===== src/core/autx_defines.vh =====
`ifndef AUTX_DEFINES_VH
`define AUTX_DEFINES_VH
`define AUTX_OFF_CTRL 4'h0
`define AUTX_OFF_DIV 4'h4
`define AUTX_OFF_DATA 4'h8
`define AUTX_OFF_STAT 4'hC
`define AUTX_BIT_TRANSMITTER_ENABLE_BIT 0
`define AUTX_BIT_SERIAL_PORT_ENABLE 1
`define AUTX_BIT_SYNC 2
`define AUTX_BIT_HIGH_SPEED_BAUD_SELECT 3
`define AUTX_BIT_WIDE_DIVISOR_SELECT 4
`define AUTX_BIT_NINE 5
`define AUTX_BIT_IRQEN 6
`define AUTX_BIT_D8 7
`define AUTX_CTRL_RST 8'h00
`define AUTX_DIV_RST 16'h0000
`define AUTX_FLAG_DELAY 2'h2
`define AUTX_OVERSAMPLE 16
`endif


===== src/core/autx_baud.v =====
`timescale 1ns/100ps
`default_nettype none
// Baud tick: one pulse every OVERSAMPLE*(divisor+1) clocks.
module autx_baud #(
	parameter OVERSAMPLE = 16
) (
	input wire aclk,
	input wire aresetn,
	input wire run,
	input wire [15:0] divisor,
	output reg tick
);
	reg [15:0] div_cnt;
	reg [3:0] os_cnt;
	always @(posedge aclk) begin
		if (!aresetn || !run) begin
			div_cnt <= 16'h0000;
			os_cnt <= 4'h0;
			tick <= 1'b0;
		end else begin
			tick <= 1'b0;
			if (div_cnt >= divisor) begin
				div_cnt <= 16'h0000;
				if (os_cnt == OVERSAMPLE[3:0] - 4'h1) begin
					os_cnt <= 4'h0;
					tick <= 1'b1;
				end else begin
					os_cnt <= os_cnt + 4'h1;
				end
			end else begin
				div_cnt <= div_cnt + 16'h0001;
			end
		end
	end
endmodule // autx_baud
`default_nettype wire


===== src/core/autx_top.v =====
// The AXI4-Lite interface to the registers and the address map are this design's own decisions.
`timescale 1ns/100ps
`default_nettype none
`include "autx_defines.vh"
module autx_top (
	input wire aclk,
	input wire aresetn,
	input wire [3:0] s_axi_awaddr,
	input wire s_axi_awvalid,
	output reg s_axi_awready,
	input wire [31:0] s_axi_wdata,
	input wire [3:0] s_axi_wstrb,
	input wire s_axi_wvalid,
	output reg s_axi_wready,
	output reg [1:0] s_axi_bresp,
	output reg s_axi_bvalid,
	input wire s_axi_bready,
	input wire [3:0] s_axi_araddr,
	input wire s_axi_arvalid,
	output reg s_axi_arready,
	output reg [31:0] s_axi_rdata,
	output reg [1:0] s_axi_rresp,
	output reg s_axi_rvalid,
	input wire s_axi_rready,
	output reg tx_line,
	output reg tx_line_oe,
	output reg irq
);
	reg [7:0] ctrl;
	reg [15:0] baud_divisor;
	reg [8:0] tx_holding_buffer;
	reg hold_full;
	reg [10:0] tx_shift_register;
	reg [3:0] bits_left;
	reg busy;
	reg tx_buffer_empty_flag;
	reg [1:0] flag_wait;
	reg irq_status;
	reg irq_mask;
	reg [3:0] aw_addr;
	reg aw_have;
	reg [31:0] w_data;
	reg [3:0] w_strb;
	reg w_have;
	wire tick;
	wire transmitter_enable_bit = ctrl[`AUTX_BIT_TRANSMITTER_ENABLE_BIT];
	wire serial_port_enable = ctrl[`AUTX_BIT_SERIAL_PORT_ENABLE];
	wire async_run = transmitter_enable_bit & serial_port_enable & ~ctrl[`AUTX_BIT_SYNC];
	wire tx_irq_enable = ctrl[`AUTX_BIT_IRQEN];
	wire do_write = aw_have & w_have & ~s_axi_bvalid;
	wire wr_data = do_write && aw_addr == `AUTX_OFF_DATA && w_strb[0];
	wire empty_now = async_run & ~hold_full;
	wire load_shift = async_run & hold_full & ~busy;
	wire [8:0] new_char = {ctrl[`AUTX_BIT_D8], w_data[7:0]};
	// Low-speed wide mode is the only one modelled; divisor used at full width
	autx_baud #(.OVERSAMPLE(`AUTX_OVERSAMPLE)) u_baud (
		.aclk(aclk),
		.aresetn(aresetn),
		.run(busy),
		.divisor(baud_divisor),
		.tick(tick)
	);
	// Write channel: address and data taken in either order
	always @(posedge aclk) begin
		if (!aresetn) begin
			aw_have <= 1'b0;
			w_have <= 1'b0;
			aw_addr <= 4'h0;
			w_data <= 32'h00000000;
			w_strb <= 4'h0;
			s_axi_awready <= 1'b0;
			s_axi_wready <= 1'b0;
			s_axi_bvalid <= 1'b0;
			s_axi_bresp <= 2'b00;
			ctrl <= `AUTX_CTRL_RST;
			baud_divisor <= `AUTX_DIV_RST;
			irq_mask <= 1'b0;
		end else begin
			s_axi_awready <= ~aw_have & ~s_axi_awready & s_axi_awvalid & ~s_axi_bvalid;
			s_axi_wready <= ~w_have & ~s_axi_wready & s_axi_wvalid & ~s_axi_bvalid;
			if (s_axi_awvalid && s_axi_awready) begin
				aw_have <= 1'b1;
				aw_addr <= s_axi_awaddr;
			end
			if (s_axi_wvalid && s_axi_wready) begin
				w_have <= 1'b1;
				w_data <= s_axi_wdata;
				w_strb <= s_axi_wstrb;
			end
			if (s_axi_bvalid && s_axi_bready)
				s_axi_bvalid <= 1'b0;
			if (do_write) begin
				aw_have <= 1'b0;
				w_have <= 1'b0;
				s_axi_bvalid <= 1'b1;
				s_axi_bresp <= 2'b00;
				case (aw_addr)
				`AUTX_OFF_CTRL: begin
					if (w_strb[0])
						ctrl <= w_data[7:0];
					if (w_strb[1])
						irq_mask <= w_data[8];
				end
				`AUTX_OFF_DIV: begin
					if (w_strb[0])
						baud_divisor[7:0] <= w_data[7:0];
					if (w_strb[1])
						baud_divisor[15:8] <= w_data[15:8];
				end
				`AUTX_OFF_DATA, `AUTX_OFF_STAT: begin
				end
				default: s_axi_bresp <= 2'b10;
				endcase
			end
		end
	end
	// Holding buffer, shifter and line
	always @(posedge aclk) begin
		if (!aresetn) begin
			tx_holding_buffer <= 9'h000;
			hold_full <= 1'b0;
			tx_shift_register <= 11'h7FF;
			bits_left <= 4'h0;
			busy <= 1'b0;
			tx_line <= 1'b1;
			tx_line_oe <= 1'b0;
		end else begin
			tx_line_oe <= serial_port_enable;
			if (!async_run) begin
				hold_full <= 1'b0;
				busy <= 1'b0;
				tx_line <= 1'b1;
			end else begin
				if (wr_data) begin
					tx_holding_buffer <= new_char;
					hold_full <= 1'b1;
				end
				if (load_shift) begin
					// Frame: stop, data, start; shifted out LSB first
					if (ctrl[`AUTX_BIT_NINE])
						tx_shift_register <= {1'b1, tx_holding_buffer, 1'b0};
					else
						tx_shift_register <= {2'b11, tx_holding_buffer[7:0], 1'b0};
					bits_left <= ctrl[`AUTX_BIT_NINE] ? 4'hB : 4'hA;
					busy <= 1'b1;
					hold_full <= wr_data;
					tx_line <= 1'b0;
				end else if (busy && tick) begin
					if (bits_left == 4'h1) begin
						busy <= 1'b0;
						tx_line <= 1'b1;
					end else begin
						tx_shift_register <= {1'b1, tx_shift_register[10:1]};
						tx_line <= tx_shift_register[1];
					end
					bits_left <= bits_left - 4'h1;
				end
			end
		end
	end
	// Flag follows buffer state, held for a fixed settle delay after each data write
	always @(posedge aclk) begin
		if (!aresetn) begin
			tx_buffer_empty_flag <= 1'b0;
			flag_wait <= 2'b00;
			irq_status <= 1'b0;
			irq <= 1'b0;
		end else begin
			if (wr_data)
				flag_wait <= `AUTX_FLAG_DELAY;
			else if (flag_wait != 2'b00)
				flag_wait <= flag_wait - 2'b01;
			if (!async_run)
				tx_buffer_empty_flag <= 1'b0;
			else if (flag_wait == 2'b00 || !transmitter_enable_bit)
				tx_buffer_empty_flag <= empty_now;
			// Sticky status: set wins over write-one-clear
			if (tx_buffer_empty_flag && tx_irq_enable)
				irq_status <= 1'b1;
			else if (do_write && aw_addr == `AUTX_OFF_STAT && w_strb[0] && w_data[0])
				irq_status <= 1'b0;
			irq <= irq_status & irq_mask & tx_irq_enable & tx_buffer_empty_flag;
		end
	end
	// Read channel
	always @(posedge aclk) begin
		if (!aresetn) begin
			s_axi_arready <= 1'b0;
			s_axi_rvalid <= 1'b0;
			s_axi_rdata <= 32'h00000000;
			s_axi_rresp <= 2'b00;
		end else begin
			s_axi_arready <= s_axi_arvalid & ~s_axi_arready & ~s_axi_rvalid;
			if (s_axi_rvalid && s_axi_rready)
				s_axi_rvalid <= 1'b0;
			if (s_axi_arvalid && s_axi_arready) begin
				s_axi_rvalid <= 1'b1;
				s_axi_rresp <= 2'b00;
				case (s_axi_araddr)
				`AUTX_OFF_CTRL: s_axi_rdata <= {23'h000000, irq_mask, ctrl};
				`AUTX_OFF_DIV: s_axi_rdata <= {16'h0000, baud_divisor};
				`AUTX_OFF_DATA: s_axi_rdata <= {23'h000000, tx_holding_buffer};
				`AUTX_OFF_STAT: s_axi_rdata <= {28'h0000000, busy, hold_full, tx_buffer_empty_flag, irq_status};
				default: begin
					s_axi_rdata <= 32'h00000000;
					s_axi_rresp <= 2'b10;
				end
				endcase
			end
		end
	end
endmodule // autx_top
`default_nettype wire


===== config.mk =====
export PLATFORM = sky130hd
export DESIGN_NAME = autx_top
export DESIGN_NICKNAME = d
export VERILOG_FILES = /design/src/core/autx_baud.v /design/src/core/autx_top.v
export VERILOG_INCLUDE_DIRS = /design/src /design/src/core
export SDC_FILE = /design/constraint.sdc
export NUM_CORES = 1
export LEC_CHECK = 0
export BUFFER_PORTS_ARGS = -buffer_cell sky130_fd_sc_hd__buf_4
export CAP_MARGIN = 20
export CORE_MARGIN = 4
export CORE_UTILIZATION = 60
export DETAILED_ROUTE_END_ITERATION = 8
export PLACE_DENSITY = 0.81
export SLEW_MARGIN = 25
export SYNTH_ARGS = -nofsm -noshare
export SYNTH_HDL_FRONTEND = slang
export SYNTH_HIERARCHICAL = 1
export SYNTH_SLANG_ARGS = --single-unit
export TNS_END_PERCENT = 5

===== constraint.sdc =====
create_clock -name aclk -period 4.3 [get_ports aclk]
set_clock_uncertainty 0.05 [all_clocks]
set_input_delay 0.645 -clock aclk [delete_from_list [all_inputs] [get_ports aclk]]
set_output_delay 0.645 -clock aclk [all_outputs]
set_load 0.02 [all_outputs]

* Word level (Yosys, flattened, before mapping) *
Index checks and enable logic that the tools add are counted.

storage, ports and cells
  output and inout port bits = 44
  word-level logic and storage cells = 147
  input bits = 51
  bits in registers = 144

operators by class
  eq/ne operators = 9
  $add $sub $neg = 4
  bitwise gates (word level) = 30
  reduce and logical (&&, ||, !) cells = 43
  muxes and demuxes = 28
  magnitude comparators = 1

operators with widths
  operator                 number
  $pmux W16 S4             1
  $mux W11                 3
  $eq A4 B4 Y1 const B     5
  $and A1 B1 Y1            18
  $add A16 B1 Y16 const B  1
  $ge A16 B16 Y1           1
  $mux W1                  16
  $reduce_bool A2 Y1       8
  $reduce_and A3 Y1        5
  $logic_and A1 B1 Y1      12
  $mux W4                  3
  $not A1 Y1               12
  $mux W10                 1
  $eq A4 B3 Y1 const B     2
  $logic_not A4 Y1         2
  $mux W2                  4
  $reduce_and A2 Y1        4
  $reduce_or A2 Y1         4
  $reduce_or A4 Y1         2
  $add A4 B1 Y4 const B    1
  $eq A4 B1 Y1 const B     1
  $sub A4 B1 Y4 const B    1
  $logic_not A1 Y1         3
  $logic_not A2 Y1         1
  3 further kinds          4

* Longest topological paths before layout *
Gate-level depths: netlist of the first run.

  word-level depth = 7
  gate-level depth with buffers = 9
  gate-level depth less buffers = 7

* Hierarchy *
Netlist of the first run, hierarchy kept.

modules (own cells, without submodules)
  module     seq. area each (um^2)  times used  area each (um^2)  cells an instance
  autx_top   2,062.0                1           4,459.3           460
  autx_baud  420.4                  1           1,332.5           155

* Least setup slack after synthesis of the first run *
OpenSTA, ideal clock, no wires.

  path kind = reg-to-reg
  start = reg baud_divisor[15]
  end = reg u_baud.os_cnt[0]
  buffers on the path = 1
  stages on the path, launching flop included = 9
  setup time = 66 ps
  data required time = 4,184 ps
  arrival time = 2,126 ps
  period minus slack after synthesis = 2,242 ps
  slack = 2,058 ps
  cells stage by stage = dfxtp_1 > inv_1 > ha_1 > nand4_2 > or3_1 > or3_1 > buf_6 > a311o_1 > a21oi_2

between the ends
  longest elaborated chain between the ends = 1

RTL lines
  item                    RTL line        RTL
  start, declared         autx_top.v:30   reg [15:0] baud_divisor;
  start signal, assigned  autx_top.v:76   baud_divisor <= `AUTX_DIV_RST;
  start signal, assigned  autx_top.v:108  baud_divisor[15:8] <= w_data[15:8];
  $ge A16 B16 Y1          autx_baud.v:22  if (div_cnt >= divisor) begin
  end signal, assigned    autx_baud.v:28  os_cnt <= os_cnt + 4'h1;
  end, declared           autx_baud.v:14  reg [3:0] os_cnt;

Every way passes these cells.
A chain may end at the register's enable or synchronous reset.

* Worst setup path after layout of the first run *
  start = reg baud_divisor[13]
  end = reg u_baud.div_cnt[5]

between the ends
  longest elaborated chain between the ends = 2

RTL lines
  item                               RTL line        RTL
  $ge A16 B16 Y1                     autx_baud.v:22
  $reduce_or A2 Y1 (no source line)  --
  end signal, assigned               autx_baud.v:31  div_cnt <= div_cnt + 16'h0001;
  end, declared                      autx_baud.v:13  reg [15:0] div_cnt;

Every way passes these cells.

==> results of run 1 <==
==> cell families after synthesis <==
logic type               Yosys count  synth area share [%]
adder cells (fa/ha/maj)           20                  4.32
AO/OA/AOI/OAI                    111                  14.4
XOR/XNOR                          16                  2.42
other                              1                0.0647
AND/OR/NAND/NOR                  234                  21.3
buffers and inverters             73                  7.41
multiplexers                      36                  7.17
flip-flops                       124                  42.9
==> cell usage after synthesis (11+ instances only) <==
cell	instances
nand3_1	39
nand2_1	83
o21ai_0	11
o21ai_1	17
nor2_1	36
nor2b_1	24
inv_1	24
a21boi_0	27
a21oi_1	13
buf_4	21
dfxtp_1	124
mux2i_1	31
buf_2	12
ha_1	20
==> flip-flops by register name, summed over array words and instances (netlist names), 2 cells and up <==
register	cells
baud_divisor	16
s_axi_rdata	16
u_baud/div_cnt	16
w_data	16
tx_holding_buffer	9
tx_shift_register	9
ctrl	8
aw_addr	4
bits_left	4
u_baud/os_cnt	4
flag_wait	2
w_strb	2
==> worst max-delay path: stages (launching register included) <==
cell and delay, ps:
dfxtp_1 380, inv_1 70, ha_1 330, a21o_1 200
a21o_2 230, a2111oi_4 620, nand4b_2 520, nor2_1 220
==> power by group through the flow <==
stage	combinational [mW]	sequential, mW	clock (mW)
floorplan	0.0753	1.20	0
global placement	0.100	1.19	0
detailed placement	0.102	1.19	0
CTS	0.103	1.17	1.52
global route	0.112	1.17	1.57
finish	0.104	1.17	1.51
==> worst paths after layout <==
check,from,to,slack [ps],cells after the start
max reg2reg,baud_divisor[13]$_SDFFE_PN0P_,u_baud/div_cnt[5]$_SDFF_PP0_,1600,7
max,baud_divisor[13]$_SDFFE_PN0P_,u_baud/div_cnt[5]$_SDFF_PP0_,1600,7
min,s_axi_wdata[0],w_data[0]$_SDFFE_PN0P_,350,3
min reg2reg,s_axi_rdata[4]$_SDFFE_PN0P_,s_axi_rdata[4]$_SDFFE_PN0P_,400,2
==> final cells by class <==
cell class	count	area (um^2)	area share, %
inverter	24	90.1	1.33
sequential	124	2480	36.8
timing repair buffer	59	443	6.56
multi-input combinational	435	2940	43.6
clock buffer	23	497	7.36
tap	129	161	2.39
clock inverter	6	133	1.96
==> metal layers <==
| layer | wire length, um | part of all wire, % |
|---|---|---|
| met5 | 0 | 0 |
| met4 | 258 | 2.1 |
| met3 | 675 | 5.5 |
| met2 | 6000 | 48 |
| met1 | 5450 | 44 |
==> metrics by stage <==
stage	power, mW	setup slack, ps	hold WS, ps	instance area [um^2]
after CTS	2.79	1620	334	6750
after global placement	1.29	1780	385	6120
final	2.78	1600	351	6750
after floorplan	1.27	2060	378	5860
after global routing	2.86	1440	340	6750
after detailed placement	1.30	1650	396	6120
==> reports/results.tsv, run 1 <==
stage	metric	value	unit
power	Clock Power Share	54.2	%
final_layout	commonest cells after routing, fill and taps aside	dfxtp_1, nand2_1, buf_4	
setup_path	startpoint types	flop	
synthesis	#FFs+latches synth	124	
power	Pleak	2.59	nW
clock_network	Max clock buf depth	2	
placed_design	Final Wtd Congestion	0.879	
power	NetSw	0.554	mW
final_layout	final net count	732	
final_layout	Layout Cells excl Fill	800	
sta	Final Hold Viols	0	
clock_network	clock sinks	124	
sta	fmax	370	MHz
final_layout	layout cell share with drive strength beyond 1	18.0	%
setup_path	Req. time, crit path	4680	ps
placed_design	I/O Buffers	58	
route	WL/cell	15.5	um
global_route	gr busiest metal	met2	
die	Starting Density	62.1	%
power	Logic pwr share	3.7	%
die	core area	9330	um^2
setup_path	CP endpoint kind	flop	
route	post-route ant nets	0	
synthesis	Synth area leaders	dfxtp_1, nand2_1, mux2i_1, ha_1, a21boi_0	
final_layout	most common cell after layout, fill and taps aside	dfxtp_1	
clock_network	TritonCTS buffer count	17	
route	Avg Vias per Cell	5.55	
route	1st-iter DRT viols	239	
sta	Fin Setup TNS	0	ps
sta	RSZ-0062 raised after global routing	false	
die	Cell Rows	35	
clock_network	H-tree levels	4	
final_layout	post-layout util	72.4	%
synthesis	synthesized instance count	615	
setup_path	WS Path Type	reg -> reg	
global_route	GRT overflow	0	
sta	number of setup violations in the final report	0	
setup_path	crit path max fanout	16	
power	P_int	2.23	mW
clock_network	clock-pin slew on the worst setup and hold paths	50	ps
synthesis	Synth top area share	42.9	%
route	final WL	12.4	mm
sta	Worst Tran Pin Value	672	ps
synthesis	asr flop ratio synth	0	%
route	drt first pass iters	4	
final_layout	Layout fillers	664	
clock_network	CTS root buffer	clkbuf_8	
run	Max-cap violations	0	
synthesis	post-synthesis sequential area ratio	42.9	%
synthesis	area leader, netlist	dfxtp_1	
die	DIE AREA	11300	um^2
global_route	met1 Track Usage GR	28.7	%
synthesis	EDFF count, synth	0	
synthesis	post-synthesis cell area	5790	um^2
die	die width	106	um
sta	final worst path period share	62.8	%
die	die height	106	um
power	VDD IR max	0.319	mV
clock_network	Post CTS Setup Buffer Count	0	
power	pwr dens	412	nW/um^2
sta	max-slew violation count	0	
global_route	vias in the first global route	4370	
route	Via Count	4439	
setup_path	Arrival @ worst endpoint	3080	ps
clock_network	Post-CTS Hold Buffers	0	
synthesis	Syn Area/Cell	9.42	um^2
clock_network	CTS resizes	0	
status	status	finished, final reports clean	
placed_design	placed cell count	771	
clock_network	worst skew pair latency	510	ps
sta	fin crit period	2700	ps
sta	Relative slew margins	55.2	%
placed_design	DP HPWL	8.56	mm
global_route	antenna violations before repair	0	
route	DRC Markers	0	
synthesis	Main synth FF type	dfxtp_1	
power	switching share of power	19.9	%
global_route	first-pass GRT wire length	20.8	mm
global_route	M3 GR Usage	5.83	%
global_route	global router's overall resource usage	23.0	%
power	Reg power frac	42.1	%
die	Ports	95	
global_route	largest net degree at the start of global routing	75	
synthesis	Synth warnings	6	
worst_hold_path	HP Class	in -> reg	
synthesis	Unique masters post-synth	75	
final_layout	Synth-to-Final Area Change	16.5	%
global_route	Global Route met2 Usage	38.5	%
clock_network	CTS tree	yes	
final_layout	n_diodes	0	
Power figures use the tool's default switching activity.
==> inputs of run 2 (changes only) <==
CORE_UTILIZATION = 51   (was 60)
PLACE_DENSITY = 0.73   (was 0.81)
clock period = 2.2 ns   (was 4.3 ns; I/O delays follow)
==> run 2 against run 1 <==
Global-route usage is 2.1 points lower. Largest cell class unchanged. First-iteration DRC count is 12% lower. Critical path depth stayed put.
==> reports/results.tsv, run 2 (synthesis gave the netlist of run 1 again) <==
stage	metric	value	unit
worst_hold_path	HP Class	in -> reg	
sta	Fin Setup TNS	0	ps
clock_network	clock-pin slew on the worst setup and hold paths	50	ps
power	Pleak	2.68	nW
die	die height	115	um
global_route	global router's overall resource usage	20.9	%
final_layout	final net count	751	
placed_design	setup slack at placement	-162	ps
worst_hold_path	Worst Hold Endpoint	w_data[11]$_SDFFE_PN0P_	
clock_network	TritonCTS buffer count	17	
die	DIE AREA	13100	um^2
setup_path	Arrival @ worst endpoint	2380	ps
route	Via Count	4549	
die	core area	11000	um^2
final_layout	most common cell after layout, fill and taps aside	dfxtp_1	
setup_path	startpoint types	flop	
power	pwr dens	751	nW/um^2
die	Cell Rows	38	
placed_design	I/O Buffers	58	
route	Avg Vias per Cell	5.47	
setup_path	CP max-delay cell	or3_4	
run	Max-cap violations	0	
setup_path	Req. time, crit path	2450	ps
clock_network	CTS tree	yes	
route	drt first pass iters	4	
final_layout	post-route cell area	6970	um^2
sta	final setup margin	61.0	ps
sta	Worst Tran Pin Value	672	ps
route	WL/cell	16.2	um
setup_path	worst reg2reg startpoint	baud_divisor[13]$_SDFFE_PN0P_	
setup_path	WS Path Type	reg -> reg	
global_route	antenna violations before repair	0	
route	1st-iter DRT viols	210	
die	die width	115	um
sta	Relative slew margins	55.2	%
worst_hold_path	WHS Path Cells	3	
setup_path	worst-path cell chain	inv_1 > ha_4 > nand4_4 > or3_4 > or3_4 > a311oi_2 > o2bb2ai_1	
die	Ports	95	
placed_design	DP HPWL	9.25	mm
route	post-route ant nets	0	
clock_network	worst skew pair latency	410	ps
final_layout	n_diodes	0	
sta	fmax	468	MHz
power	Tot Pwr	5.23	mW
worst_hold_path	hold path startpoint	s_axi_wdata[11]	
global_route	largest net degree at the start of global routing	50	
sta	max-slew violation count	0	
sta	Final Hold Viols	0	
clock_network	Post CTS Setup Buffer Count	0	
placed_design	Post-DP Area	6310	um^2
setup_path	Most common cell on crit path	or3_4	
status	status	finished, final reports clean	
global_route	vias in the first global route	4533	
route	final WL	13.5	mm
clock_network	CTS root buffer	clkbuf_16	
global_route	GRT overflow	0	
clock_network	Max clock buf depth	2	
global_route	first-pass GRT wire length	21.6	mm
setup_path	FF-to-FF path depth	7	
setup_path	CP endpoint kind	flop	
setup_path	Worst Setup SP	baud_divisor[13]$_SDFFE_PN0P_	
die	Starting Density	52.7	%
setup_path	R2R Setup Slk	60	ps
setup_path	crit path max fanout	8	
final_layout	layout cell share with drive strength beyond 1	21.5	%
setup_path	R2R Path End	u_baud/os_cnt[3]$_SDFFE_PP0P_	
sta	final worst path period share	97.2	%
final_layout	commonest cells after routing, fill and taps aside	dfxtp_1, nand2_1, buf_4	
clock_network	H-tree levels	4	
clock_network	Post-CTS Hold Buffers	0	
clock_network	clock sinks	124	
setup_path	Crit path largest cell delay	400	ps
power	VDD IR max	0.455	mV
placed_design	Final Wtd Congestion	0.815	
route	DRC Markers	0	
final_layout	Synth-to-Final Area Change	20.3	%
sta	fin crit period	2140	ps
sta	WHS	125	ps
sta	number of setup violations in the final report	0	
[run 2: through the flow]
step | instances | utilization, %
2_1_floorplan | 632 | -
3_3_place_gp | 801 | 57.5
3_5_place_dp | 801 | 57.5
4_1_cts | 832 | 62.8
5_1_grt | 832 | 63.4
6_report | 832 | 63.4
[run 2: how the worst max path moves through the flow]
stage,cells past startpoint,to
after floorplan,8,u_baud/os_cnt[0]$_SDFFE_PP0P_
after global placement,7,u_baud/os_cnt[0]$_SDFFE_PP0P_
after detailed placement,7,u_baud/os_cnt[0]$_SDFFE_PP0P_
after CTS,7,u_baud/os_cnt[0]$_SDFFE_PP0P_
after global routing,7,u_baud/os_cnt[3]$_SDFFE_PP0P_
final,7,u_baud/os_cnt[3]$_SDFFE_PP0P_
[run 2: critical path, delay by kind of cell, from the launching register on]
family / cells / cell delay (ps)
AO/OA/AOI/OAI: 2 / 400
adder cells (fa/ha/maj): 1 / 280
buffers and inverters: 1 / 60
flip-flops: 1 / 330
AND/OR/NAND/NOR: 3 / 910
[run 2: repair_timing]
action,in CTS,in global routing
pin swaps,2,1
endpoints found under the setup margin,21,21
resized for setup,2,11
gates cloned,0,0
[run 2: cell type report]
type	instances	area [um^2]
multi-input cells	435	3030
clock buffers	23	458
inverters	24	90.1
well taps	140	175
repair buffers	78	611
clock inverters	8	118
fillers	869	4020
flip-flops and latches	124	2490
[run 2: routing by layer]
metal  up-vias  track usage (%)  wire, um
li1       2229                -         -
met1      2149             26.0      5850
met2       146             35.0      6630
met3        25             5.34       701
met4         0             7.13       276
met5         -                0         0
[run 2: power breakdown]
group	leakage (nW)	total, mW	switching [mW]	internal (mW)
Combinational	1.40	0.208	0.122	0.0861
Clock	0.281	2.74	0.942	1.79
Sequential	1.00	2.29	0.0206	2.27
==> inputs of run 3 (changes only) <==
CORE_UTILIZATION = 40   (was 51)
PLACE_DENSITY = 0.59   (was 0.73)
==> run 3 against run 2 <==
The run now ends with setup timing left. Highest routed layer unchanged. Critical path depth stayed put. Design area is 2.5% higher. Cell count is 5.4% higher. Combinational power hardly changed. Core utilization is 13 points lower. Clock power is 7.7% higher. Power is 3.9% higher. Global-route usage is 4.4 points lower. Sequential share of layout area is 0.80 points lower.
==> reports/results.tsv, run 3 (synthesis gave the netlist of run 1 again) <==
stage	metric	value	unit
status	status	complete, but fails checks	
status	failing checks	setup timing	
clock_network	CTS tree	yes	
die	DIE AREA	16500	um^2
route	DRC Markers	0	
die	Ports	95	
setup_path	WS Path Type	reg -> reg	
worst_hold_path	HP Class	in -> reg	
die	Cell Rows	43	
placed_design	placed cell count	841	
clock_network	worst skew pair latency	420	ps
final_layout	post-layout util	50.8	%
global_route	vias in the first global route	4315	
clock_network	TritonCTS buffer count	17	
global_route	global router's overall resource usage	16.5	%
setup_path	startpoint types	flop	
final_layout	final net count	755	
final_layout	multi-input logic area	3060	um^2
sta	max-slew violation count	0	
final_layout	FF+latch area	2490	um^2
die	core area	14000	um^2
run	Max-cap violations	0	
route	uppermost layer routed	met4	
setup_path	crit path max fanout	7	
route	1st-iter DRT viols	224	
power	pwr dens	762	nW/um^2
placed_design	I/O Buffers	58	
clock_network	CTS root buffer	clkbuf_16	
setup_path	Worst path top cell family by delay	simple AND/OR/NAND/NOR gates	
clock_network	clock-pin slew on the worst setup and hold paths	60	ps
final_layout	Layout fillers	1291	
placed_design	DP HPWL	9.23	mm
final_layout	Layout Cells excl Fill	877	
final_layout	commonest cells after routing, fill and taps aside	dfxtp_1, nand2_1, buf_4	
die	die width	128	um
setup_path	CP max-delay cell	or3_4	
placed_design	Final Wtd Congestion	0.791	
power	VDD IR max	0.558	mV
setup_path	worst reg2reg startpoint	baud_divisor[13]$_SDFFE_PN0P_	
die	Starting Density	41.2	%
clock_network	Max clock buf depth	2	
worst_hold_path	hold path startpoint	s_axi_wstrb[0]	
final_layout	most common cell after layout, fill and taps aside	dfxtp_1	
clock_network	H-tree levels	4	
global_route	GRT overflow	0	
setup_path	Buf/Inv on CP	1	
setup_path	CP endpoint kind	flop	
route	WL/cell	14.7	um
setup_path	Arrival @ worst endpoint	2500	ps
global_route	first-pass GRT wire length	21.7	mm
route	post-route ant nets	0	
sta	fmax	454	MHz
sta	RSZ-0062 raised after global routing	true	
sta	Worst Tran Pin Value	663	ps
sta	Final Hold Viols	0	
setup_path	Crit path largest cell delay	450	ps
sta	fin crit period	2200	ps
setup_path	worst-path cell chain	inv_2 > ha_4 > nand4_4 > or3_4 > or3_4 > a311o_1 > a21oi_2	
final_layout	Synth-to-Final Area Change	23.2	%
sta	Relative slew margins	55.8	%
clock_network	Post-CTS Hold Buffers	0	
route	met3 routed WL	598	um
global_route	antenna violations before repair	0	
route	DRT met1 WL	6.17	mm
final_layout	n_diodes	0	
sta	Fin Setup TNS	-9.79	ps
final_layout	post-route cell area	7140	um^2
route	Via Count	4430	
route	final WL	12.9	mm
sta	final setup margin	-3.17	ps
route	drt first pass iters	4	
setup_path	Worst Setup SP	baud_divisor[13]$_SDFFE_PN0P_	
route	Avg Vias per Cell	5.05	
global_route	largest net degree at the start of global routing	40	
clock_network	clock sinks	124	
sta	number of setup violations in the final report	7	
route	met2 routed WL	5.96	mm
setup_path	R2R Setup Slk	-3	ps
placed_design	Post-DP Area	6360	um^2
sta	final worst path period share	100	%
setup_path	Most common cell on crit path	or3_4	
die	die height	128	um
final_layout	layout cell share with drive strength beyond 1	23.8	%
setup_path	Req. time, crit path	2500	ps
power	Pleak	2.72	nW
run 3: layout make-up:
class	instances	share of cell area, %
clock buffer	18	6.01
clock inverter	14	2.72
inverter	24	1.26
multi-input combinational	435	42.9
sequential	124	34.9
tap	180	3.16
timing repair buffer	82	9.03
run 3: final timing paths:
path | endpoint | depth (start not counted)
hold / removal | w_strb[0]$_SDFFE_PN0P_ | 3
setup / recovery | u_baud/os_cnt[0]$_SDFFE_PP0P_ | 7
setup reg to reg | u_baud/os_cnt[0]$_SDFFE_PP0P_ | 7
hold reg to reg | s_axi_rdata[7]$_SDFFE_PN0P_ | 2
run 3: where the power goes:
group          internal [mW]  switching, mW  leakage [nW]
Sequential              2.27         0.0207          1.00
Combinational         0.0860          0.119          1.42
Clock                   1.89           1.05         0.289
Total                   4.25           1.19          2.72
run 3: worst reg2reg max path: stages (launching register included):
cell	delay, ps
dfxtp_2	340
inv_2	40
ha_4	270
nand4_4	110
or3_4	350
or3_4	450
a311o_1	390
a21oi_2	130
run 3: routing by layer:
layer  vias up  track usage, %
met5         -               0
met4         0            6.05
met3        17            4.69
met2        92            25.8
met1      2077            21.7
li1       2244               -
run 3: repair_timing:
action                     4_1_cts  5_1_grt
setup buffers                    0        4
pin swaps                        4       10
resized for setup                7       17
setup endpoints to repair       21       21
run 3: per-stage QoR:
stage                     hold slack (ps)  total power [mW]  setup slack [ps]
final                                 112              5.44             -3.17
after global routing                  110              5.63              -108
after CTS                             100              5.49             0.243
after detailed placement              396              2.54              -148
after global placement                389              2.54              -101
after floorplan                       378              2.48            -0.852
